$ cat config.mk
export PLATFORM = sky130hd
export DESIGN_NAME = fmu_unit
export DESIGN_NICKNAME = d
export VERILOG_FILES = /design/src/shared/fmu_pkg.sv /design/src/shared/fmu_mul_if.sv /design/src/fmu_mul.sv /design/src/fmu_unit.sv
export VERILOG_INCLUDE_DIRS = /design/src /design/src/shared
export SDC_FILE = /design/constraint.sdc
export NUM_CORES = 2
export LEC_CHECK = 0
export ABC_AREA = 1
export BUFFER_PORTS_ARGS = -buffer_cell sky130_fd_sc_hd__buf_2
export CELL_PAD_IN_SITES_DETAIL_PLACEMENT = 1
export CELL_PAD_IN_SITES_GLOBAL_PLACEMENT = 1
export CORE_ASPECT_RATIO = 1.75
export CORE_MARGIN = 10
export CORE_UTILIZATION = 30
export CTS_CLUSTER_SIZE = 14
export DETAILED_ROUTE_END_ITERATION = 7
export PLACE_DENSITY = 0.61
export SETUP_SLACK_MARGIN = 0.05
export SYNTH_ARGS = -nofsm -noshare
export SYNTH_HDL_FRONTEND = slang
export SYNTH_SLANG_ARGS = --single-unit
$ cat constraint.sdc
create_clock -name pclk -period 16.1 [get_ports pclk]
set_input_delay 3.22 -clock pclk [delete_from_list [all_inputs] [get_ports pclk]]
set_output_delay 3.22 -clock pclk [all_outputs]
set_load 0.02 [all_outputs]
$ cat src/shared/fmu_map.svh
// Offsets, fields, reset values and timing counts of the fp move/multiply unit
`ifndef FMU_MAP_SVH
`define FMU_MAP_SVH

// ==========================================================================
// Register offsets (byte addresses)
`define FMU_STATUS_OFF 12'h000
`define FMU_MASK_OFF 12'h004
`define FMU_CTRL_OFF 12'h008
`define FMU_RETIRED_OFF 12'h00C

// ==========================================================================
// Field positions
`define FMU_EV_ADDR_ERR 0
`define FMU_EV_INVALID 1
`define FMU_EV_W 2
`define FMU_CTRL_ENABLE 0

// ==========================================================================
// Reset values
`define FMU_STATUS_RST 2'h0
`define FMU_MASK_RST 2'h0
`define FMU_ENABLE_RST 1'h1

// ==========================================================================
// Opcode fields
`define FMU_OPC_PREFIX 4'hF
`define FMU_OPC_MOVE 4'hC
`define FMU_OPC_LOAD 4'h8
`define FMU_OPC_STORE 4'hA
`define FMU_OPC_LOAD_INC 4'h9
`define FMU_OPC_STORE_DEC 4'hB
`define FMU_OPC_LOAD_IDX 4'h6
`define FMU_OPC_STORE_IDX 4'h7
`define FMU_OPC_MUL 4'h2

// ==========================================================================
// Arithmetic and timing constants
`define FMU_PC_STEP 32'h00000002
`define FMU_ADDR_STEP 32'h00000004
`define FMU_QNAN 32'h7FBFFFFF
`define FMU_EXP_BIAS 10'h07F
`define FMU_EXP_MAX 10'h0FF
`define FMU_LATENCY 2

`endif

$ cat src/shared/fmu_pkg.sv
// Types of the fp move/multiply unit
package fmu_pkg;

  // ========================================================================
  // Execution stage state, Gray coded
  typedef enum logic [1:0] {
    ST_IDLE = 2'b00,
    ST_EXEC = 2'b01,
    ST_WAIT = 2'b11
  } fmu_state_t;

  // ========================================================================
  // Decoded operation
  typedef enum logic [3:0] {
    OP_NONE = 4'h0,
    OP_REG_MOVE = 4'h1,
    OP_LOAD = 4'h2,
    OP_STORE = 4'h3,
    OP_LOAD_INC = 4'h4,
    OP_STORE_DEC = 4'h5,
    OP_LOAD_IDX = 4'h6,
    OP_STORE_IDX = 4'h7,
    OP_MULTIPLY = 4'h8
  } fmu_op_t;

  // ========================================================================
  // Whole state of the top module
  typedef struct packed {
    fmu_state_t state;
    fmu_op_t op;
    logic [3:0] n;
    logic [3:0] m;
    logic [31:0] fsrc;
    logic [31:0] fdst;
    logic [31:0] addr;
    logic misaligned;
    logic [31:0] pc;
    logic wb_valid;
    logic fp_wr_en;
    logic [3:0] fp_wr_idx;
    logic [31:0] fp_wr_data;
    logic gp_wr_en;
    logic [3:0] gp_wr_idx;
    logic [31:0] gp_wr_data;
    logic [31:0] pc_next;
    logic addr_error;
    logic invalid_op;
    logic [1:0] status;
    logic [1:0] mask;
    logic enable;
    logic [31:0] retired;
    logic [31:0] prdata;
    logic pslverr;
  } fmu_regs_t;

endpackage

$ cat src/shared/fmu_mul_if.sv
// Operand and result bundle between the unit and its multiplier
`timescale 1ns/1ns
interface fmu_mul_if;
  logic [31:0] op_a;
  logic [31:0] op_b;
  logic [31:0] product;
  logic invalid;

  modport requester (output op_a, output op_b, input product, input invalid);
  modport multiplier (input op_a, input op_b, output product, output invalid);
endinterface

$ cat src/fmu_mul.sv
// Single-precision multiplier with special-case handling
`timescale 1ns/1ns
`include "fmu_map.svh"
module fmu_mul (
  // Operands and result
  fmu_mul_if.multiplier mul
);
  import fmu_pkg::*;

  // ========================================================================
  // Operand classification
  function automatic logic [31:0] flush(input logic [31:0] x);
    flush = (x[30:23] == 8'h00) ? {x[31], 31'h0} : x;
  endfunction

  function automatic logic is_nan(input logic [31:0] x);
    is_nan = (x[30:23] == 8'hFF) && (x[22:0] != 23'h0);
  endfunction

  function automatic logic is_snan(input logic [31:0] x);
    // Fraction top bit set marks signaling, so the written quiet NaN is quiet
    is_snan = is_nan(x) && x[22];
  endfunction

  function automatic logic is_inf(input logic [31:0] x);
    is_inf = (x[30:23] == 8'hFF) && (x[22:0] == 23'h0);
  endfunction

  function automatic logic is_zero(input logic [31:0] x);
    is_zero = (x[30:0] == 31'h0);
  endfunction

  // ========================================================================
  // Special cases first, then the truncated product
  always_comb begin
    logic [31:0] a;
    logic [31:0] b;
    logic sgn;
    logic [47:0] prod;
    logic [9:0] exp;
    logic [22:0] mant;
    a = flush(mul.op_a);
    b = flush(mul.op_b);
    sgn = a[31] ^ b[31];
    prod = {1'b1, a[22:0]} * {1'b1, b[22:0]};
    exp = {2'b00, a[30:23]} + {2'b00, b[30:23]} - `FMU_EXP_BIAS
          + {9'h000, prod[47]};
    mant = prod[47] ? prod[46:24] : prod[45:23];
    mul.invalid = 1'b0;
    if (is_snan(a) || is_snan(b)) begin
      mul.product = `FMU_QNAN;
      mul.invalid = 1'b1;
    end else if (is_nan(a) || is_nan(b)) begin
      mul.product = `FMU_QNAN;
    end else if ((is_zero(a) && is_inf(b)) || (is_inf(a) && is_zero(b))) begin
      mul.product = `FMU_QNAN;
      mul.invalid = 1'b1;
    end else if (is_inf(a) || is_inf(b)) begin
      mul.product = {sgn, 8'hFF, 23'h0};
    end else if (is_zero(a) || is_zero(b)) begin
      mul.product = {sgn, 31'h0};
    end else if (exp[9] || exp == 10'h000) begin
      mul.product = {sgn, 31'h0};
    end else if (exp >= `FMU_EXP_MAX) begin
      mul.product = {sgn, 8'hFF, 23'h0};
    end else begin
      mul.product = {sgn, exp[7:0], mant};
    end
  end

  // ========================================================================
  // Checks
  always_comb begin
    snan_invalid_a: assert final (
        !(is_snan(mul.op_a) && !mul.invalid))
      else $error("signaling NaN operand without invalid");
    qnan_quiet_a: assert final (!(is_nan(mul.op_a)
        && !is_snan(mul.op_a) && !is_snan(mul.op_b) && (mul.invalid
        || mul.product != `FMU_QNAN)))
      else $error("quiet NaN operand gave wrong result");
  end
endmodule // fmu_mul

$ cat src/fmu_unit.sv
// Execution unit for single-precision move and multiply instructions
//
// Our own choices: register access over APB and the register addresses.
`timescale 1ns/1ns
`include "fmu_map.svh"
module fmu_unit (
  // Clock and reset
  input wire logic pclk,
  input wire logic presetn,
  // APB slave
  input wire logic psel,
  input wire logic penable,
  input wire logic pwrite,
  input wire logic [11:0] paddr,
  input wire logic [31:0] pwdata,
  output logic [31:0] prdata,
  output logic pready,
  output logic pslverr,
  // Interrupt
  output logic irq,
  // Instruction issue with operand values
  input wire logic issue_valid,
  output logic issue_ready,
  input wire logic [15:0] issue_opcode,
  input wire logic [31:0] issue_pc,
  input wire logic [31:0] fp_src_data,
  input wire logic [31:0] fp_dst_data,
  input wire logic [31:0] gp_src_data,
  input wire logic [31:0] gp_dst_data,
  input wire logic [31:0] index_data,
  // Data memory port
  output logic mem_req,
  output logic mem_we,
  output logic [31:0] mem_addr,
  output logic [31:0] mem_wdata,
  input wire logic [31:0] mem_rdata,
  input wire logic mem_ack,
  input wire logic mem_err,
  // Writeback
  output logic wb_valid,
  output logic fp_wr_en,
  output logic [3:0] fp_wr_idx,
  output logic [31:0] fp_wr_data,
  output logic gp_wr_en,
  output logic [3:0] gp_wr_idx,
  output logic [31:0] gp_wr_data,
  output logic [31:0] pc_next,
  output logic addr_error,
  output logic invalid_op
);
  import fmu_pkg::*;

  fmu_regs_t r;
  fmu_regs_t next_r;
  fmu_mul_if mul_bus ();

  // ========================================================================
  // Decode
  function automatic fmu_op_t decode(input logic [15:0] opc);
    decode = OP_NONE;
    if (opc[15:12] == `FMU_OPC_PREFIX) begin
      unique case (opc[3:0])
        `FMU_OPC_MOVE: decode = OP_REG_MOVE;
        `FMU_OPC_LOAD: decode = OP_LOAD;
        `FMU_OPC_STORE: decode = OP_STORE;
        `FMU_OPC_LOAD_INC: decode = OP_LOAD_INC;
        `FMU_OPC_STORE_DEC: decode = OP_STORE_DEC;
        `FMU_OPC_LOAD_IDX: decode = OP_LOAD_IDX;
        `FMU_OPC_STORE_IDX: decode = OP_STORE_IDX;
        `FMU_OPC_MUL: decode = OP_MULTIPLY;
        default: decode = OP_NONE;
      endcase
    end
  endfunction

  function automatic logic is_mem(input fmu_op_t op);
    is_mem = (op != OP_NONE) && (op != OP_REG_MOVE) && (op != OP_MULTIPLY);
  endfunction

  function automatic logic is_store(input fmu_op_t op);
    is_store = (op == OP_STORE) || (op == OP_STORE_DEC)
               || (op == OP_STORE_IDX);
  endfunction

  // ========================================================================
  // Handshakes and memory port
  logic busy;
  logic done;
  logic fault;
  fmu_op_t issue_op;
  logic apb_setup;
  logic [`FMU_EV_W-1:0] events;

  assign busy = (r.state != ST_IDLE);
  assign issue_op = decode(issue_opcode);
  assign done = busy && (!is_mem(r.op) || r.misaligned || mem_ack);
  assign fault = r.misaligned || (mem_ack && mem_err);
  assign issue_ready = r.enable && (!busy || done);
  assign mem_req = busy && is_mem(r.op) && !r.misaligned;
  assign mem_we = is_store(r.op);
  assign mem_addr = r.addr;
  assign mem_wdata = r.fsrc;
  assign apb_setup = psel && !penable;
  assign mul_bus.op_a = r.fdst;
  assign mul_bus.op_b = r.fsrc;

  fmu_mul u_mul (
    .mul(mul_bus.multiplier)
  );

  // ========================================================================
  // Next state
  always_comb begin
    next_r = r;
    events = '0;
    next_r.wb_valid = 1'b0;
    next_r.fp_wr_en = 1'b0;
    next_r.gp_wr_en = 1'b0;
    next_r.addr_error = 1'b0;
    next_r.invalid_op = 1'b0;

    // Retire the instruction in the execution stage
    if (done) begin
      next_r.state = ST_IDLE;
      next_r.wb_valid = 1'b1;
      next_r.pc_next = r.pc + `FMU_PC_STEP;
      next_r.retired = r.retired + 32'h00000001;
      next_r.fp_wr_idx = r.n;
      next_r.addr_error = is_mem(r.op) && fault;
      unique case (r.op)
        OP_REG_MOVE: begin
          next_r.fp_wr_en = 1'b1;
          next_r.fp_wr_data = r.fsrc;
        end
        OP_MULTIPLY: begin
          next_r.fp_wr_en = 1'b1;
          next_r.fp_wr_data = mul_bus.product;
          next_r.invalid_op = mul_bus.invalid;
        end
        OP_LOAD, OP_LOAD_IDX: begin
          next_r.fp_wr_en = !fault;
          next_r.fp_wr_data = mem_rdata;
        end
        OP_LOAD_INC: begin
          next_r.fp_wr_en = !fault;
          next_r.fp_wr_data = mem_rdata;
          next_r.gp_wr_en = !fault;
          next_r.gp_wr_idx = r.m;
          next_r.gp_wr_data = r.addr + `FMU_ADDR_STEP;
        end
        OP_STORE_DEC: begin
          next_r.gp_wr_en = !fault;
          next_r.gp_wr_idx = r.n;
          next_r.gp_wr_data = r.addr;
        end
        OP_STORE, OP_STORE_IDX: begin
          next_r.gp_wr_en = 1'b0;
        end
        default: begin
          next_r.wb_valid = 1'b0;
        end
      endcase
      events[`FMU_EV_ADDR_ERR] = next_r.addr_error;
      events[`FMU_EV_INVALID] = next_r.invalid_op;
    end else if (busy) begin
      next_r.state = ST_WAIT;
    end

    // Accept a new instruction into the execution stage
    if (issue_valid && issue_ready && issue_op != OP_NONE) begin
      next_r.state = ST_EXEC;
      next_r.op = issue_op;
      next_r.n = issue_opcode[11:8];
      next_r.m = issue_opcode[7:4];
      next_r.fsrc = fp_src_data;
      next_r.fdst = fp_dst_data;
      next_r.pc = issue_pc;
      unique case (issue_op)
        OP_STORE_DEC: next_r.addr = gp_dst_data - `FMU_ADDR_STEP;
        OP_LOAD_IDX: next_r.addr = index_data + gp_src_data;
        OP_STORE_IDX: next_r.addr = index_data + gp_dst_data;
        OP_STORE: next_r.addr = gp_dst_data;
        default: next_r.addr = gp_src_data;
      endcase
      next_r.misaligned = (next_r.addr[1:0] != 2'b00);
    end

    // APB registers; a new event wins over a write-one clear
    next_r.status = r.status | events;
    if (psel && penable && pwrite) begin
      unique case (paddr)
        `FMU_STATUS_OFF:
          next_r.status = (r.status & ~pwdata[`FMU_EV_W-1:0]) | events;
        `FMU_MASK_OFF: next_r.mask = pwdata[`FMU_EV_W-1:0];
        `FMU_CTRL_OFF: next_r.enable = pwdata[`FMU_CTRL_ENABLE];
        default: next_r.mask = r.mask;
      endcase
    end
    if (apb_setup) begin
      next_r.pslverr = 1'b0;
      unique case (paddr)
        `FMU_STATUS_OFF: next_r.prdata = {30'h0, r.status};
        `FMU_MASK_OFF: next_r.prdata = {30'h0, r.mask};
        `FMU_CTRL_OFF: next_r.prdata = {31'h0, r.enable};
        `FMU_RETIRED_OFF: next_r.prdata = r.retired;
        default: begin
          next_r.prdata = 32'h00000000;
          next_r.pslverr = 1'b1;
        end
      endcase
    end
  end

  // ========================================================================
  // State register
  always_ff @(posedge pclk or negedge presetn) begin
    if (!presetn) begin
      r <= '0;
      r.state <= ST_IDLE;
      r.op <= OP_NONE;
      r.status <= `FMU_STATUS_RST;
      r.mask <= `FMU_MASK_RST;
      r.enable <= `FMU_ENABLE_RST;
    end else begin
      r <= next_r;
    end
  end

  // ========================================================================
  // Outputs
  assign prdata = r.prdata;
  assign pready = 1'b1;
  assign pslverr = r.pslverr && psel && penable;
  assign irq = |(r.status & r.mask);
  assign wb_valid = r.wb_valid;
  assign fp_wr_en = r.fp_wr_en;
  assign fp_wr_idx = r.fp_wr_idx;
  assign fp_wr_data = r.fp_wr_data;
  assign gp_wr_en = r.gp_wr_en;
  assign gp_wr_idx = r.gp_wr_idx;
  assign gp_wr_data = r.gp_wr_data;
  assign pc_next = r.pc_next;
  assign addr_error = r.addr_error;
  assign invalid_op = r.invalid_op;
endmodule // fmu_unit

Yosys cells after proc, flatten, opt, wreduce, memory -nomap -nowiden
Memories as Yosys holds them, arrays and structs flattened.
Cells that the tools add are included.
- $mul: 1
- div/mod/pow operators: 0
- magnitude comparators: 1
- bitwise logic cells: 6
- shift operators: 0
- add/subtract/negate cells: 9
- multiplexer cells: 33
- reductions and logical operators: 67
- eq/ne operators: 20
- operator list (kind ; count):
    $pmux 32 s4 ; 2
    $mux 31 ; 6
    $mux 143 ; 1
    $mux 32 ; 4
    $mux 109 ; 1
    $pmux 32 s3 ; 1
    $pmux 36 s2 ; 1
    $add 32x32->32 ; 2
    $logic_not 31->1 ; 2
    $mul 24x24->48 ; 1
    $logic_not 23->1 ; 2
    $reduce_bool 23->1 ; 2
    $add 32x1->32 const B ; 1
    $add 32x2->32 const B ; 1
    $add 32x3->32 const B ; 1
    $sub 32x3->32 const B ; 1
    $eq 4x3->1 const B ; 7
    $eq 12x4->1 const B ; 2
    $logic_and 1x1->1 ; 23
    $mux 23 ; 1
    $eq 8x8->1 const B ; 2
    $logic_not 8->1 ; 2
    $eq 12x3->1 const B ; 1
    $eq 4x2->1 const B ; 3
    29 further kinds ; 67
- bits in latches: 0
- bits of input ports: 292
- word-level logic and storage cells: 163
- register bits after elaboration: 322
- memories: 1
- bits in writable memories: 0
- ROM bits: 64
- output and inout port bits: 211
- memory list (memory ; words ; bits a word ; rd ports ; clocked after memory_dff ; write ports ; RTL line ; RTL):
    (no name shown) ; 16 ; 4 ; 1 ; 0 ; 0 ; fmu_unit.sv:62 ; unique case (opc[3:0])

Logic depth before layout (Yosys ltp)
- word-level depth: 15
- gate-level depth with buffers: 57
- depth with buffers taken out: 52

Cells and area by module
Synthesis repeated with hierarchy kept, for this count alone.
- cell total of the unflattened synthesis: 5541
- area total of the unflattened synthesis: 40925.5 sq um
- by module, submodules not included (module ; sequential area each (sq um) ; area an instance (sq um) ; cells each ; instances):
    fmu_unit ; 8059.0 ; 20903.8 ; 2916 ; 1
    fmu_mul ; 0.0 ; 20021.7 ; 2625 ; 1

Least setup slack after synthesis
Ideal clock, no wire load.
- path type: register to register
- from: reg r, in the netlist mem_wdata[24]
- to: reg r, in the netlist fp_wr_data[6]
- setup slack: 7.243 ns
- stages on the path, launching flop included: 49
- period minus slack after synthesis: 8.857 ns
- setup time: 0.073 ns
- path buffers: 6
- required time: 16.027 ns
- data arrival time: 8.784 ns
- cells stage by stage: dfrtp_1 nor2_2 nand2_4 nor2_8 inv_4 buf_6 nand2_1 clkbuf_1 clkbuf_1 nor2_1 fa_1 inv_1 fa_1 inv_1 fa_1 fa_1 fa_1 inv_1 [13 not listed] buf_6 ha_1 inv_1 ha_1 nand3_1 nand3b_1 nor2_1 nand3_1 nand2_1 nand3_1 o21ai_2 nand3_2 nor2_8 buf_6 nand3_1 nand2_1 nand2_1 a2bb2oi_2
- cells in the longest elaborated chain, start to end: 14
- elaborated cells on any way between the ends: 32
- ends and longest elaborated chain (what ; RTL line ; RTL):
    from (decl) ; fmu_unit.sv:53 ; fmu_regs_t r;
    from (signal assigned) ; fmu_unit.sv:225 ; r <= next_r;
    $logic_not 8->1 ; fmu_mul.sv:13 ; flush = (x[30:23] == 8'h00) ? {x[31], 31'h0} : x;
    $mux 31 (*) ; fmu_mul.sv:13 ;
    parallel branches: the longest is 10 deep, another holds $mul 24x24->48 ; n/a ;
    $mux 32 (*) ; fmu_mul.sv:50 ; if (is_snan(a) || is_snan(b)) begin
    $pmux 32 s3 (*) ; fmu_unit.sv:130 ; unique case (r.op)
Every way passes the cells marked *.
A chain may end at the register's enable or synchronous reset.

Final worst setup path
- from: reg r, in the netlist mul_bus.op_a[24]
- to: reg r, in the netlist fp_wr_data[12]
Same word-level chain as after synthesis.

==> flow_summary.yaml <==
status:
  status: "finished, final reports clean"
timing:
  drv_slew: 0
  worst_pin_slew_ps: 1180
  fin_skew_ps: 48.2
  rsz0062_at_grt: "no"
  fin_crit_ps: 11510
  setup_viol: 0
  hold_viol: 0
  max_slew_margin_pct: 21.4
  final.period_utilization_pct: 71.5
  timing.fmax_ghz: 0.0869
  tns_ps: 0
clock_network:
  ctsResizeCount: 0
  clk-insertion-delay-late_ps: 630
  cts_made_buffers: 38
  cts.htree.levels: 2
  clk_path_buf_depth: 3
  cts.sinks: 322
  post_cts_buffers: 0
  tritoncts: "built"
  clkTransAtPathRegs_ps: 60
  postCtsHoldBufs: 0
  ctsRootBufferMaster: "clkbuf_16"
drt:
  dr_total_vias: 34900
  wl_mm: 177
  first_pass_iters: 5
  ant_nets: 0
  vias_per_cell: 5.00
  drc: 0
  wl_per_cell_um: 25.3
  initialDrtViolationCount: 1619
floorplanning:
  rows: 175
  die-area_sq_mm: 0.146
  start_util_pct: 30.1
  ios: 503
  die_h_um: 498
  core_area_sq_mm: 0.130
  die_x_um: 293
global_routing:
  overflow: 0
  grt_pass1_vias: 39000
  grt_max_degree: 139
  grt_antenna_before_repair: 80
  grt_pass1_wl_mm: 257
  grt_usage_pct: 23.9
worst_setup_path:
  worstPathArrival_ps: 12040
  critPathRequiredTime_ps: 16640
  crit_top_cell: "inv_1"
  startpoint_type: "flip-flop"
  slowest_delay_ps: 810
  crit_path_max_fanout: 29
  slowest_stage: "inv_1"
  endpoint_kind: "flip-flop"
  path_class: "flip-flop to flip-flop"
  regToRegSetupSlack_ps: 4590
power_and_ir_drop:
  swShare_pct: 28.1
  p_leak_uw: 0.0227
  combPwrFrac_pct: 9.8
  power_frac_seq_pct: 41.8
  power_frac_clock_pct: 48.3
  p_int_uw: 1400
  p_sw_uw: 546
  ir_drop_v: 0.0000650
  power.density_mw_per_mm2: 44.9
synthesis:
  ys_seq_elements: 322
  synth_top_area_cell: "fa_1"
  synth_most_common_cell: "nand2_1"
  synth_area_sq_mm: 0.0391
  synth_area_leaders: "fa_1 (25%), dfrtp_1 (21%), nand2_1 (11%)"
  synthFlopType: "dfrtp_1"
  netlist_instances: 5042
  synth_top_area_share_pct: 24.7
  synth_edf_count: 0
  ys_types: 68
  syn_avg_cell_area_sq_um: 7.76
  yosysWarnings: 0
  async_flop_share_pct: 100
  syn-num-nets: 6031
  yosys-top-cells-count: "nand2_1 (1196), inv_1 (870), fa_1 (483), nor2_1 (481), dfrtp_1 (321)"
  seq_area_frac_synth_pct: 20.6
placed_design:
  post-dp-hpwl_mm: 145
  place_area_sq_mm: 0.0419
  io_buffers: 471
  gp_congestion: 0.949
layout:
  nets: 6223
  synthToLayoutAreaGrowth_pct: 10.6
  stdcell_area_sq_mm: 0.0433
  layout-drive-gt1-share_pct: 13.3
run:
  maxCapViolCount: 0
min_path:
  hp-class: "flip-flop to flip-flop"
## per-stage QoR
| step | power, uW | cells | utilization [%] | hold slack (ps) | worst slack [ps] |
|---|---|---|---|---|---|
| final | 1940 | 6974 | 33.3 | 466 | 4590 |
| after floorplan | 918 | 5042 | - | 442 | 7240 |
| after global routing | 2020 | 6950 | 33.3 | 495 | 3860 |
| after detailed placement | 1020 | 6875 | 32.3 | 461 | 4620 |
| after global placement | 1020 | 6875 | 32.3 | 454 | 4680 |
| after CTS | 1970 | 6941 | 33.3 | 470 | 4560 |
## routing by layer
layer	share of wire (%)	GRT usage, %	up-vias
li1	-	-	15800
met1	35	24.3	17500
met2	51	43.1	1109
met3	8.0	7.31	419
met4	6.3	13.2	88
met5	0.34	0	-
## cells by family (layout without fill, tap and decap cells)
kind of cell	Yosys count	in the layout	synth area share, %
XOR/XNOR	134	134	3.02
flip-flops	322	322	20.6
AND/OR/NAND/NOR	2014	2014	21.3
other	1	34	0.00959
buffers and inverters	1276	1494	14.3
adder cells (fa/ha/maj)	697	697	31.6
AO/OA/AOI/OAI	598	598	9.19
## state kept, by name (all words and copies together), names as in the netlist
| register | flops |
|---|---|
| r | 85 |
| fp_wr_data | 32 |
| gp_wr_data | 32 |
| mem_addr | 32 |
| mem_wdata | 32 |
| mul_bus.op_a | 32 |
| pc_next | 32 |
| prdata | 32 |
| fp_wr_idx | 4 |
| gp_wr_idx | 4 |
| addr_error | 1 |
| fp_wr_en | 1 |
| gp_wr_en | 1 |
| invalid_op | 1 |
| wb_valid | 1 |
## final cells by class
| class | count | area, sq um |
|---|---|---|
| Antenna cell | 33 | 82.6 |
| Clock buffer | 48 | 1020 |
| Clock inverter | 18 | 280 |
| Fill cell | 16000 | 86600 |
| Inverter | 888 | 3340 |
| Multi-Input combinational cell | 3444 | 25500 |
| Sequential cell | 322 | 8060 |
| Tap cell | 1681 | 2100 |
| Timing Repair Buffer | 540 | 2900 |
## placed cells by master (no fill, tap or decap), types with 15 or more instances in the layout
cell type / Yosys / routed
or2_2: 23 / 23
a21oi_1: 150 / 149
o22ai_1: 16 / 16
clkbuf_16: 0 / 38
inv_1: 870 / 867
nand3_1: 127 / 127
o31ai_1: 22 / 22
ha_1: 214 / 214
nand4_1: 41 / 41
nand2_1: 1196 / 1195
nor2_1: 481 / 479
fa_1: 483 / 483
buf_4: 203 / 68
dfrtp_1: 321 / 321
a221oi_1: 36 / 36
o21ai_0: 237 / 237
o21ai_1: 16 / 15
nor4_1: 23 / 23
a31oi_1: 22 / 22
nor3_1: 62 / 61
xor2_1: 106 / 106
buf_2: 3 / 470
diode_2: 0 / 33
xnor2_1: 27 / 27
## critical path, delay by kind of cell (launching register included)
family	cells	cell delay, ps
fa+ha+maj	10	4740
simple gates	22	3560
buf+inv	12	2070
compound gates	4	510
flops	1	410
## worst paths after layout
| path | startpoint | to | cells past startpoint |
|---|---|---|---|
| max reg2reg | mul_bus.op_a[24] | fp_wr_data[12] | 48 |
| min reg2reg | r[63] | r[63] | 1 |
| max | mul_bus.op_a[24] | fp_wr_data[12] | 48 |
| min in group asynchronous | presetn | pc_next[16] | 1 |
| min | r[63] | r[63] | 1 |
| max in group asynchronous | presetn | fp_wr_data[15] | 3 |
## power groups by stage
stage | sequential (uW) | combinational (uW) | clock (uW)
2_1_floorplan | 828 | 90.8 | 0
3_3_place_gp | 828 | 188 | 0
3_5_place_dp | 828 | 191 | 0
4_1_cts | 813 | 192 | 968
5_1_grt | 813 | 211 | 993
6_report | 813 | 191 | 939
No activity file was read; power rests on OpenSTA's default activity.
